==> src/sfp_cfg.svh <==
// offsets, field positions and reset values of the serial format / power bank
`ifndef SFP_CFG_SVH
`define SFP_CFG_SVH

// word indices; byte address is four times the index
`define SFP_IDX_GLOBAL 6'h03
`define SFP_IDX_SERIAL 6'h04
`define SFP_IDX_POWER 6'h05

// serial input format control fields (lsb positions)
`define SFP_B_FMT_LSB 4'd11
`define SFP_B_WID_LSB 4'd9
`define SFP_A_FMT_LSB 4'd7
`define SFP_A_WID_LSB 4'd5
`define SFP_SYNC_MASTER_BIT 4'd4
`define SFP_SYNC_FMT_LSB 4'd2
`define SFP_SYNC_WID_LSB 4'd0

// analog block power enable fields and the DAC normal mode bit
`define SFP_DAC_NORMAL_BIT 4'd15
`define SFP_REF_BUF_BIT 4'd13
`define SFP_ADC_RIGHT_BIT 4'd10
`define SFP_ADC_LEFT_BIT 4'd9
`define SFP_AUX3_RIGHT_BIT 4'd6
`define SFP_AUX3_LEFT_BIT 4'd5
`define SFP_AUX1_RIGHT_BIT 4'd1
`define SFP_AUX1_LEFT_BIT 4'd0

// global power control field
`define SFP_GPU_BIT 4'd0

// implemented bits; all others read zero
`define SFP_SERIAL_MASK 16'h1fff
`define SFP_POWER_MASK 16'ha663
`define SFP_POWER_SWITCH_MASK 16'h2663
`define SFP_GLOBAL_MASK 16'h0001

// reset values
`define SFP_SERIAL_RST 16'h0000
`define SFP_POWER_RST 16'h8000
`define SFP_GLOBAL_RST 16'h0000

`endif

==> src/sfp_pkg.sv <==
// types shared by the serial format / power register bank
package sfp_pkg;

    typedef enum logic [1:0] {
        FMT_I2S = 2'b00,
        FMT_LEFT_JUST = 2'b01,
        FMT_RIGHT_JUST = 2'b10,
        FMT_UNDEFINED = 2'b11
    } sfp_format_type;

    typedef enum logic [1:0] {
        WID_24 = 2'b00,
        WID_20 = 2'b01,
        WID_16 = 2'b10,
        WID_UNDEFINED = 2'b11
    } sfp_width_type;

    typedef struct packed {
        logic ack;
        logic [31:0] rdata;
        logic [15:0] serial;
        logic [15:0] power;
        logic [15:0] global_ctrl;
        logic [15:0] power_eff;
        logic [2:0] cfg_valid;
        logic [4:0] a_bits;
        logic [4:0] b_bits;
        logic [4:0] sync_bits;
    } sfp_state_type;

    // word length in bits, zero for the undefined code
    function automatic logic [4:0] sfp_word_bits(input sfp_width_type w);
        logic [4:0] r;
        r = 5'h00;
        unique case (w)
            WID_24: r = 5'h18;
            WID_20: r = 5'h14;
            WID_16: r = 5'h10;
            WID_UNDEFINED: r = 5'h00;
        endcase
        return r;
    endfunction : sfp_word_bits

endpackage : sfp_pkg

==> src/sfp_regs.sv <==
// serial input format control and analog block power enables, wishbone slave
// Contract
// - rate_converter_b format field: 00 I2S, 01 left, 10 right, 11 undefined.
// - rate_converter_b width field: 00 24 bits, 01 20, 10 16, 11 undefined.
// - rate_converter_a has its own format and width fields, same codes.
// - sync role bit: 0 slave, clocks from outside; 1 device drives them.
// - sync input format field: 00 I2S, 01 left, 10 right, 11 invalid.
// - sync input width field: 00 24 bits, 01 20, 10 16, 11 undefined.
// - power register resets to 0x8000, all blocks down, DAC normal mode.
// - power bit 15: 1 normal DAC mode, 0 low power; no power-up.
// - power bit 13 powers the voltage reference buffer.
// - bit 10 powers primary ADC right, bit 9 the left channel.
// - bit 6 powers aux DAC pair three right, bit 5 the left.
// - bit 1 powers aux DAC pair one right, bit 0 the left.
// - global power-up set powers everything; else individual bits rule.
//
// Design decision made here: the Wishbone register port.
`timescale 1ns/100ps
`include "sfp_cfg.svh"

module sfp_regs #(
    parameter int ADR_W = 8
) (
    input wire logic clk_i,
    input wire logic rst_i,
    input wire logic wb_cyc_i,
    input wire logic wb_stb_i,
    input wire logic wb_we_i,
    input wire logic [ADR_W-1:0] wb_adr_i,
    input wire logic [3:0] wb_sel_i,
    input wire logic [31:0] wb_dat_i,
    output logic [31:0] wb_dat_o,
    output logic wb_ack_o,
    output logic [1:0] rate_converter_a_format_o,
    output logic [1:0] rate_converter_a_width_o,
    output logic [4:0] rate_converter_a_word_bits_o,
    output logic rate_converter_a_cfg_valid_o,
    output logic [1:0] rate_converter_b_format_o,
    output logic [1:0] rate_converter_b_width_o,
    output logic [4:0] rate_converter_b_word_bits_o,
    output logic rate_converter_b_cfg_valid_o,
    output logic sync_master_o,
    output logic [1:0] sync_format_o,
    output logic [1:0] sync_width_o,
    output logic [4:0] sync_word_bits_o,
    output logic sync_cfg_valid_o,
    output logic global_power_up_o,
    output logic dac_normal_mode_o,
    output logic ref_buf_power_o,
    output logic primary_adc_pair_right_power_o,
    output logic primary_adc_pair_left_power_o,
    output logic aux_dac_pair_three_right_power_o,
    output logic aux_dac_pair_three_left_power_o,
    output logic aux_dac_pair_one_right_power_o,
    output logic aux_dac_pair_one_left_power_o
);

    // refuse address widths that cannot hold the word index
    if (ADR_W < 5 || ADR_W > 32) begin : g_bad_adr_w
        $error("sfp_regs: ADR_W must lie in 5..32");
    end

    sfp_pkg::sfp_state_type s_q;
    sfp_pkg::sfp_state_type s_d;

    logic [ADR_W-3:0] word_idx;
    logic req;
    logic hit_global;
    logic hit_serial;
    logic hit_power;
    logic [15:0] byte_mask;

    assign word_idx = wb_adr_i[ADR_W-1:2];
    assign req = wb_cyc_i & wb_stb_i & ~s_q.ack;
    assign hit_global = word_idx == (ADR_W-2)'(`SFP_IDX_GLOBAL);
    assign hit_serial = word_idx == (ADR_W-2)'(`SFP_IDX_SERIAL);
    assign hit_power = word_idx == (ADR_W-2)'(`SFP_IDX_POWER);
    assign byte_mask = {{8{wb_sel_i[1]}}, {8{wb_sel_i[0]}}};

    // byte-lane merge, unimplemented bits forced to zero
    function automatic logic [15:0] merge(
        input logic [15:0] old_v,
        input logic [15:0] new_v,
        input logic [15:0] lanes,
        input logic [15:0] keep
    );
        return ((old_v & ~lanes) | (new_v & lanes)) & keep;
    endfunction : merge

    // both format and width must be defined codes
    function automatic logic path_ok(input logic [1:0] fmt, input logic [1:0] wid);
        return (fmt != sfp_pkg::FMT_UNDEFINED) && (wid != sfp_pkg::WID_UNDEFINED);
    endfunction : path_ok

    always_comb begin
        s_d = s_q;
        s_d.ack = 1'b0;
        s_d.rdata = 32'h0000_0000;

        // single-cycle answer, ack drops after one cycle
        if (req) begin
            s_d.ack = 1'b1;
            if (wb_we_i) begin
                if (hit_serial) begin
                    s_d.serial = merge(s_q.serial, wb_dat_i[15:0], byte_mask, `SFP_SERIAL_MASK);
                end
                if (hit_power) begin
                    s_d.power = merge(s_q.power, wb_dat_i[15:0], byte_mask, `SFP_POWER_MASK);
                end
                if (hit_global) begin
                    s_d.global_ctrl = merge(s_q.global_ctrl, wb_dat_i[15:0], byte_mask, `SFP_GLOBAL_MASK);
                end
            end else begin
                if (hit_serial) begin
                    s_d.rdata = {16'h0000, s_q.serial};
                end
                if (hit_power) begin
                    s_d.rdata = {16'h0000, s_q.power};
                end
                if (hit_global) begin
                    s_d.rdata = {16'h0000, s_q.global_ctrl};
                end
            end
        end

        if (rst_i) begin
            s_d.ack = 1'b0;
            s_d.rdata = 32'h0000_0000;
            s_d.serial = `SFP_SERIAL_RST;
            s_d.power = `SFP_POWER_RST;
            s_d.global_ctrl = `SFP_GLOBAL_RST;
        end

        // effective power switches follow the next register contents
        if (s_d.global_ctrl[`SFP_GPU_BIT]) begin
            s_d.power_eff = `SFP_POWER_SWITCH_MASK;
        end else begin
            s_d.power_eff = s_d.power & `SFP_POWER_SWITCH_MASK;
        end

        s_d.cfg_valid[0] = path_ok(s_d.serial[`SFP_A_FMT_LSB +: 2], s_d.serial[`SFP_A_WID_LSB +: 2]);
        s_d.cfg_valid[1] = path_ok(s_d.serial[`SFP_B_FMT_LSB +: 2], s_d.serial[`SFP_B_WID_LSB +: 2]);
        s_d.cfg_valid[2] = path_ok(s_d.serial[`SFP_SYNC_FMT_LSB +: 2], s_d.serial[`SFP_SYNC_WID_LSB +: 2]);

        s_d.a_bits = sfp_pkg::sfp_word_bits(sfp_pkg::sfp_width_type'(s_d.serial[`SFP_A_WID_LSB +: 2]));
        s_d.b_bits = sfp_pkg::sfp_word_bits(sfp_pkg::sfp_width_type'(s_d.serial[`SFP_B_WID_LSB +: 2]));
        s_d.sync_bits = sfp_pkg::sfp_word_bits(
            sfp_pkg::sfp_width_type'(s_d.serial[`SFP_SYNC_WID_LSB +: 2]));
    end

    always_ff @(posedge clk_i) begin
        s_q <= s_d;
    end

    assign wb_dat_o = s_q.rdata;
    assign wb_ack_o = s_q.ack;

    // rate converter a
    assign rate_converter_a_format_o = s_q.serial[`SFP_A_FMT_LSB +: 2];
    assign rate_converter_a_width_o = s_q.serial[`SFP_A_WID_LSB +: 2];
    assign rate_converter_a_word_bits_o = s_q.a_bits;
    assign rate_converter_a_cfg_valid_o = s_q.cfg_valid[0];

    // rate converter b
    assign rate_converter_b_format_o = s_q.serial[`SFP_B_FMT_LSB +: 2];
    assign rate_converter_b_width_o = s_q.serial[`SFP_B_WID_LSB +: 2];
    assign rate_converter_b_word_bits_o = s_q.b_bits;
    assign rate_converter_b_cfg_valid_o = s_q.cfg_valid[1];

    // synchronous serial input; master drives bit and frame clocks
    assign sync_master_o = s_q.serial[`SFP_SYNC_MASTER_BIT];
    assign sync_format_o = s_q.serial[`SFP_SYNC_FMT_LSB +: 2];
    assign sync_width_o = s_q.serial[`SFP_SYNC_WID_LSB +: 2];
    assign sync_word_bits_o = s_q.sync_bits;
    assign sync_cfg_valid_o = s_q.cfg_valid[2];

    // analog power; dac mode is not a power switch
    assign global_power_up_o = s_q.global_ctrl[`SFP_GPU_BIT];
    assign dac_normal_mode_o = s_q.power[`SFP_DAC_NORMAL_BIT];
    assign ref_buf_power_o = s_q.power_eff[`SFP_REF_BUF_BIT];
    assign primary_adc_pair_right_power_o = s_q.power_eff[`SFP_ADC_RIGHT_BIT];
    assign primary_adc_pair_left_power_o = s_q.power_eff[`SFP_ADC_LEFT_BIT];
    assign aux_dac_pair_three_right_power_o = s_q.power_eff[`SFP_AUX3_RIGHT_BIT];
    assign aux_dac_pair_three_left_power_o = s_q.power_eff[`SFP_AUX3_LEFT_BIT];
    assign aux_dac_pair_one_right_power_o = s_q.power_eff[`SFP_AUX1_RIGHT_BIT];
    assign aux_dac_pair_one_left_power_o = s_q.power_eff[`SFP_AUX1_LEFT_BIT];

endmodule : sfp_regs

==> config.mk <==
export PLATFORM = sky130hd
export DESIGN_NAME = sfp_regs
export DESIGN_NICKNAME = d
export VERILOG_FILES = /design/src/sfp_pkg.sv /design/src/sfp_regs.sv
export VERILOG_INCLUDE_DIRS = /design/src
export SDC_FILE = /design/constraint.sdc
export NUM_CORES = 1
export LEC_CHECK = 0
export BUFFER_PORTS_ARGS = -buffer_cell sky130_fd_sc_hd__buf_2
export CORE_ASPECT_RATIO = 1.75
export CORE_MARGIN = 2
export CORE_UTILIZATION = 35
export CTS_CLUSTER_DIAMETER = 60
export DETAILED_ROUTE_END_ITERATION = 6
export GPL_ROUTABILITY_DRIVEN = 1
export GPL_TIMING_DRIVEN = 0
export PLACE_DENSITY = 0.73
export SLEW_MARGIN = 10
export SYNTH_ARGS = -nofsm -noshare
export SYNTH_HDL_FRONTEND = slang
export SYNTH_SLANG_ARGS = --single-unit
==> constraint.sdc <==
create_clock -name clk_i -period 2.8 [get_ports clk_i]
set_input_delay 0.42 -clock clk_i [delete_from_list [all_inputs] [get_ports clk_i]]
set_output_delay 0.42 -clock clk_i [all_outputs]
set_load 0.02 [all_outputs]
==> results of run 1 <==
[kinds of logic after synthesis]
group | after synthesis
other cells | 1
mux | 25
compound gates | 23
simple gates | 87
buf+inv | 70
flops | 57
[tightest hold or removal path: stages]
cell and delay (ns):
buf_2 0.07, mux2i_1 0.06, nand2_1 0.06
[cell usage in the layout (no fill, tap or decap)]
| master | count |
|---|---|
| nand3b_1 | 3 |
| and2_1 | 10 |
| mux2i_1 | 25 |
| or3b_1 | 2 |
| nand4_2 | 1 |
| nor3_4 | 1 |
| o311ai_4 | 1 |
| and3b_1 | 2 |
| buf_2 | 78 |
| nor3b_4 | 1 |
| and3_1 | 2 |
| clkbuf_1 | 7 |
| and2_0 | 1 |
| dfxtp_1 | 57 |
| nor2_1 | 32 |
| a222oi_1 | 1 |
| a21oi_1 | 10 |
| nand2_1 | 23 |
| clkbuf_8 | 1 |
| a22oi_1 | 6 |
| or3_1 | 1 |
| nor3_1 | 1 |
| o311ai_0 | 3 |
| buf_6 | 1 |
| and4b_1 | 1 |
| buf_4 | 60 |
| nand4_1 | 4 |
| or3b_2 | 1 |
| clkbuf_16 | 9 |
| clkinv_2 | 4 |
| conb_1 | 23 |
| o31ai_1 | 2 |
| inv_1 | 2 |
| and4bb_2 | 1 |
[registers in the layout, indices dropped and copies added (netlist names), 2 cells and up, named ones only]
signal / count
wb_dat_o: 15
s_q: 7
sync_word_bits_o: 3
rate_converter_a_word_bits_o: 3
rate_converter_a_width_o: 2
sync_width_o: 2
rate_converter_b_width_o: 2
rate_converter_a_format_o: 2
sync_format_o: 2
rate_converter_b_format_o: 2
rate_converter_b_word_bits_o: 3
[layer usage]
| metal | wire [µm] | part of all wire, % | vias up |
|---|---|---|---|
| li1 | - | - | 1021 |
| met1 | 1970 | 37 | 874 |
| met2 | 2780 | 52 | 74 |
| met3 | 441 | 8.2 | 14 |
| met4 | 180 | 3.4 | 0 |
| met5 | 0 | 0 | - |
[worst paths after layout]
kind / from / endpoint / slack (ns) / depth (start not counted)
max: wb_ack_o / primary_adc_pair_left_power_o / 1.14 / 4
min: wb_dat_i[15] / flip-flop / 0.32 / 3
max reg2reg: wb_ack_o / primary_adc_pair_left_power_o / 1.14 / 4
min reg2reg: s_q[63] / wb_dat_o[13] / 0.45 / 1
[power by group]
part	leakage (µW)	internal (µW)	switching [µW]
sequential	0.000459	814	0.514
combinational	0.00123	46.0	71.8
clock	0.000135	608	338
total	0.00183	1470	410
[cell type report]
cell class / instances / share of cell area [%]
repair buffers: 77 / 11.5
clock buffers: 11 / 7.22
flip-flops and latches: 57 / 33.9
well taps: 86 / 3.20
inverters: 2 / 0.223
multi-input cells: 158 / 28.8
plain buffers: 68 / 14.5
clock inverters: 4 / 0.595
[stage by stage]
stage,cells,total power [µW],hold WS [ns],worst slack [ns]
finish,463,1880,0.323,1.14
detailed placement,448,947,0.445,0.835
global route,463,1940,0.335,0.890
floorplan,285,907,0.430,1.20
CTS,463,1900,0.319,1.10
global placement,448,946,0.442,0.855
==> key figures, run 1 <==
Logic synthesis
  • Synth area leaders: dfxtp_1 (45%), buf_4 (18%), mux2i_1 (9.9%)
  • Synth Register Bits: 57
  • Count leader, synth: buf_4
  • Cell taking the most area after synthesis: dfxtp_1
  • Gate Count Post-Synth: 263
  • Synth Flop Type: dfxtp_1
  • Synth Area in Adders: 0%
  • Largest family of logic cells by synthesized area: buffers and inverters
  • Mux contribution to synthesized area: 9.91%
  • Cell variety after synth: 31
  • Synth Warn #: 0
  • EDFF count, synth: 0
  • Sequential share of the synthesized area: 45.2%
  • Post-synthesis simple-gate area fraction: 18.2%
  • Post-synth top cells: buf_4 (60), dfxtp_1 (57), nor2_1 (32)
  • Ys async rst share: 0%
  • Post-synthesis compound-gate area fraction: 6.84%
  • Syn avg cell area: 9.60 µm²
  • Synthesized area: 2520 µm²
  • Share of the synthesized area in the top cell type: 45.2%
  • Synth Area in XOR/XNOR: 0%

Worst setup path
  • CP Cell Sequence: and4b_1 > nand4_1 > mux2i_1 > a21oi_1
  • Buf+Inv Stages, Crit Path: 0
  • Worst Path Required: 2.98 ns
  • Startpoint class of the critical path: flip-flop
  • Top Family by Delay on Critical Path: simple AND/OR/NAND/NOR gates
  • Crit end category: flip-flop
  • Slowest CP cell: mux2i_1
  • CP max FO: 8
  • Worst Path Arrival: 1.84 ns
  • CP peak stage delay: 0.52 ns
  • Crit Path Category: flip-flop to flip-flop

Die
  • Effective utilization at floorplan: 35.7%
  • Rows: 41
  • Width of the die: 68.2 µm
  • Ports: 122
  • Core area: 7080 µm²
  • Die area: 7940 µm²
  • DIE HEIGHT: 116 µm

GRT
  • GR Util All Layers: 14.1%
  • Busiest grt layer: met2
  • Largest net degree at the start of global routing: 11
  • GR Util met1: 13.8%
  • Initial antenna violation count: 0
  • Met2 Usage GRT: 23.9%
  • Global-route wire length before repair: 7960 µm
  • Global-route congestion overflow total: 0
  • Vias in the first global route: 1749
  • Met3 Use GR: 5.68%

STA
  • Relative slew slack: 58.5%
  • RSZ-0062 raised after global routing: no
  • TNS Setup: 0 ns
  • Fin. Hold Viols: 0
  • Crit share post-route: 59.3%
  • Minimum clock period after layout: 1.66 ns
  • Skew final: 0.00732 ns
  • Fin. max-slew vios: 0
  • Final setup vio count: 0
  • Fmax: 0.603 GHz
  • Slew at the pin closest to its max-slew limit: 0.605 ns

Clock network
  • # hold bufs at CTS: 0
  • Num Clock Sinks: 57
  • TritonCTS Buffers: 9
  • H-tree depth: 3
  • Setup Buffers After CTS: 0
  • Clk_lat worst skew: 0.32 ns
  • Clock-pin slew on the worst setup and hold paths: 0.05 ns
  • CTS tree: done
  • Max clock buf depth: 2
  • Clk root buf: clkbuf_16
  • Gates resized, CTS repair: 0

Final layout
  • FILL cells: 688
  • # diodes: 0
  • Sequential cell area: 1140 µm²
  • Area delta synth->final: 33.2%
  • Final Util: 47.5%
  • Design area: 3360 µm²
  • Fraction of layout instances using a drive strength above 1: 42.2%
  • Multi-input logic area: 970 µm²
  • # nets final: 422

Placement
  • Port Buffer Count: 77
  • Placer Congestion: 0.848
  • Placement Cell Area: 3100 µm²
  • Dpl hpwl: 4290 µm

Route
  • DRT Pass-1 Iters: 4
  • Routed WL per cell: 11.6 µm
  • Initial DRC count: 77
  • Antenna violation net count after detailed routing: 0
  • Vias: 1983
  • Final WL: 5370 µm
  • Drt via density: 4.28
  • Post-route DRC violation count: 0

Power and ir drop
  • Leakage power: 0.00183 µW
  • VDD IR max: 290 µV
  • PwrDens: 558 nW/µm²

Outcome
  • Status: finished clean

Job
  • Maxcap violations: 0

Hold path
  • Worst min-delay path category: input pin to flip-flop
(Power assumes the default switching activity.)
==> run 2, diff against run 1 <==
- PLACE_DENSITY: 0.73 -> 0.76
- clock period: 2.8 -> 1.4 ns (I/O delays scaled with it)
==> run 2 against run 1 <==
Effect of this change: the run now ends with negative setup slack left; final cell count increased by 2.6%; wire length rose by 12%; non-clock buffer count increased by 11; power rose by 120%; clock-buffer cell count fell by 2; global-route usage up 0.41 points; critical path type unchanged; largest power group unchanged.
==> key figures, run 2 (synthesis results as in run 1) <==
Worst setup path
  • Worst Path Required: 1.65 ns
  • Startpoint class of the critical path: flip-flop
  • CP peak stage delay: 0.37 ns
  • Buf+Inv Stages, Crit Path: 1
  • CP Cell Sequence: and4b_2 > nand4_4 > buf_8 > or3b_1 > a21oi_1
  • Worst setup startpoint: wb_ack_o
  • Crit end category: flip-flop
  • Top Family by Delay on Critical Path: simple AND/OR/NAND/NOR gates
  • CP max FO: 6
  • Slowest CP cell: and4b_2
  • Worst Path Arrival: 1.85 ns
  • Reg2reg start: wb_ack_o
  • Crit Path Category: flip-flop to flip-flop

GRT
  • GR Util All Layers: 14.5%
  • Largest net degree at the start of global routing: 12
  • Global-route congestion overflow total: 0
  • Global-route wire length before repair: 8350 µm
  • Initial antenna violation count: 0
  • Vias in the first global route: 1850

Placement
  • Placement Cell Area: 3120 µm²
  • Dpl hpwl: 4360 µm
  • Placer Congestion: 0.860
  • Port Buffer Count: 77
  • Post-Place Worst Slack: -0.339 ns

Clock network
  • H-tree depth: 3
  • Clock-pin slew on the worst setup and hold paths: 0.05 ns
  • Clk root buf: clkbuf_16
  • Clk_lat worst skew: 0.33 ns
  • Max clock buf depth: 2
  • Num Clock Sinks: 57
  • TritonCTS Buffers: 9
  • CTS tree: done

Route
  • Antenna violation net count after detailed routing: 0
  • Drt via density: 4.41
  • Vias: 2096
  • Final WL: 6030 µm
  • Routed WL per cell: 12.7 µm
  • Post-route DRC violation count: 0
  • Initial DRC count: 57
  • DRT Pass-1 Iters: 4

STA
  • Hold slack: 0.112 ns
  • Fin. Hold Viols: 0
  • Slew at the pin closest to its max-slew limit: 0.748 ns
  • Minimum clock period after layout: 1.60 ns
  • Fmax: 0.626 GHz
  • TNS Setup: -3.50 ns
  • Skew final: 0.00650 ns
  • RSZ-0062 raised after global routing: yes
  • Relative slew slack: 50.1%
  • Final setup vio count: 33
  • Final worst setup slack: -0.196 ns
  • Crit share post-route: 114%
  • Fin. max-slew vios: 0

Final layout
  • Commonest non-fill, non-tap cell in the layout: buf_2
  • Design area: 3820 µm²
  • Area delta synth->final: 51.4%
  • Most frequent cells in the layout: buf_2 (77), buf_4 (61), dfxtp_1 (56)
  • Fraction of layout instances using a drive strength above 1: 51.9%
  • # nets final: 433
  • # diodes: 0
  • Max reg flops: 15
  • FILL cells: 623

Power and ir drop
  • VDD IR max: 585 µV
  • Comb power frac: 6.2%
  • P_sw: 911 µW
  • Total Power: 4190 µW
  • Sw frac: 21.8%
  • Leakage power: 0.00188 µW
  • P_int: 3280 µW
  • Clock share of power: 54.9%
  • PwrDens: 1100 nW/µm²
  • Register share of total power: 38.8%

Job
  • Maxcap violations: 0

Outcome
  • Status: complete, but fails checks
  • Failing checks: negative setup slack

Die
  • Ports: 122
  • Die area: 7940 µm²
  • DIE HEIGHT: 116 µm
  • Width of the die: 68.2 µm
  • Effective utilization at floorplan: 35.7%
  • Core area: 7080 µm²
  • Rows: 41

Hold path
  • Worst hold start: wb_dat_i[15]
  • Worst min-delay path category: input pin to flip-flop
run 2: cell count changes in the layout (fill, tap and decap cells not counted), sizes merged:
| cell | delta |
|---|---|
| buf | +10 |
| bufinv | +2 |
| clkbuf | -1 |
| clkinvlp | +1 |
run 2: cell type report:
cell class / instances / area [µm²] / share of cell area, %
Multi-Input combinational cell: 158 / 1210 / 31.6
Tap cell: 86 / 108 / 2.82
Inverter: 2 / 7.51 / 0.196
Timing Repair Buffer: 88 / 524 / 13.7
Clock inverter: 7 / 95.1 / 2.49
Sequential cell: 57 / 1140 / 30.0
Buffer: 68 / 512 / 13.4
Clock buffer: 9 / 225 / 5.89
run 2: worst reg2reg max path, stage by stage, from the launching register on:
cell	delay, ns
dfxtp_4	0.33
and4b_2	0.37
nand4_4	0.15
buf_8	0.19
or3b_1	0.35
a21oi_1	0.12
run 2: final timing paths:
check,endpoint,slack [ns],depth (start not counted)
max,sync_word_bits_o[2],-0.20,5
min,flip-flop,0.11,3
max reg2reg,sync_word_bits_o[2],-0.20,5
min reg2reg,wb_dat_o[4],0.49,1
run 2: timing repair:
item	CTS	global route
cloned	0	2
pin swaps	8	12
setup endpoints to repair	45	47
buffers inserted	5	4
hold buffers	0	0
gates resized for setup	5	52
run 2: power by group through the flow:
| stage | sequential [µW] | clock [µW] | combinational (µW) |
|---|---|---|---|
| after floorplan | 1660 | 0 | 153 |
| after global placement | 1660 | 0 | 232 |
| after detailed placement | 1660 | 0 | 234 |
| after CTS | 1630 | 2320 | 237 |
| after global routing | 1620 | 2410 | 283 |
| final | 1630 | 2300 | 261 |
run 2: stage by stage:
stage / util, % / instances
after detailed placement: 44.1 / 448
after global placement: 44.1 / 448
after floorplan: - / 285
after global routing: 54.0 / 475
after CTS: 49.4 / 469
final: 54.0 / 475
run 2: routing by layer:
| metal | routed length (µm) | vias to the layer above | track usage, % | share of wire, % |
|---|---|---|---|---|
| met4 | 173 | 0 | 9.33 | 2.9 |
| met3 | 456 | 16 | 3.76 | 7.6 |
| met2 | 3360 | 78 | 25.6 | 56 |
| li1 | - | 1044 | - | - |
| met5 | 0 | - | 0 | 0 |
| met1 | 2040 | 958 | 14.5 | 34 |
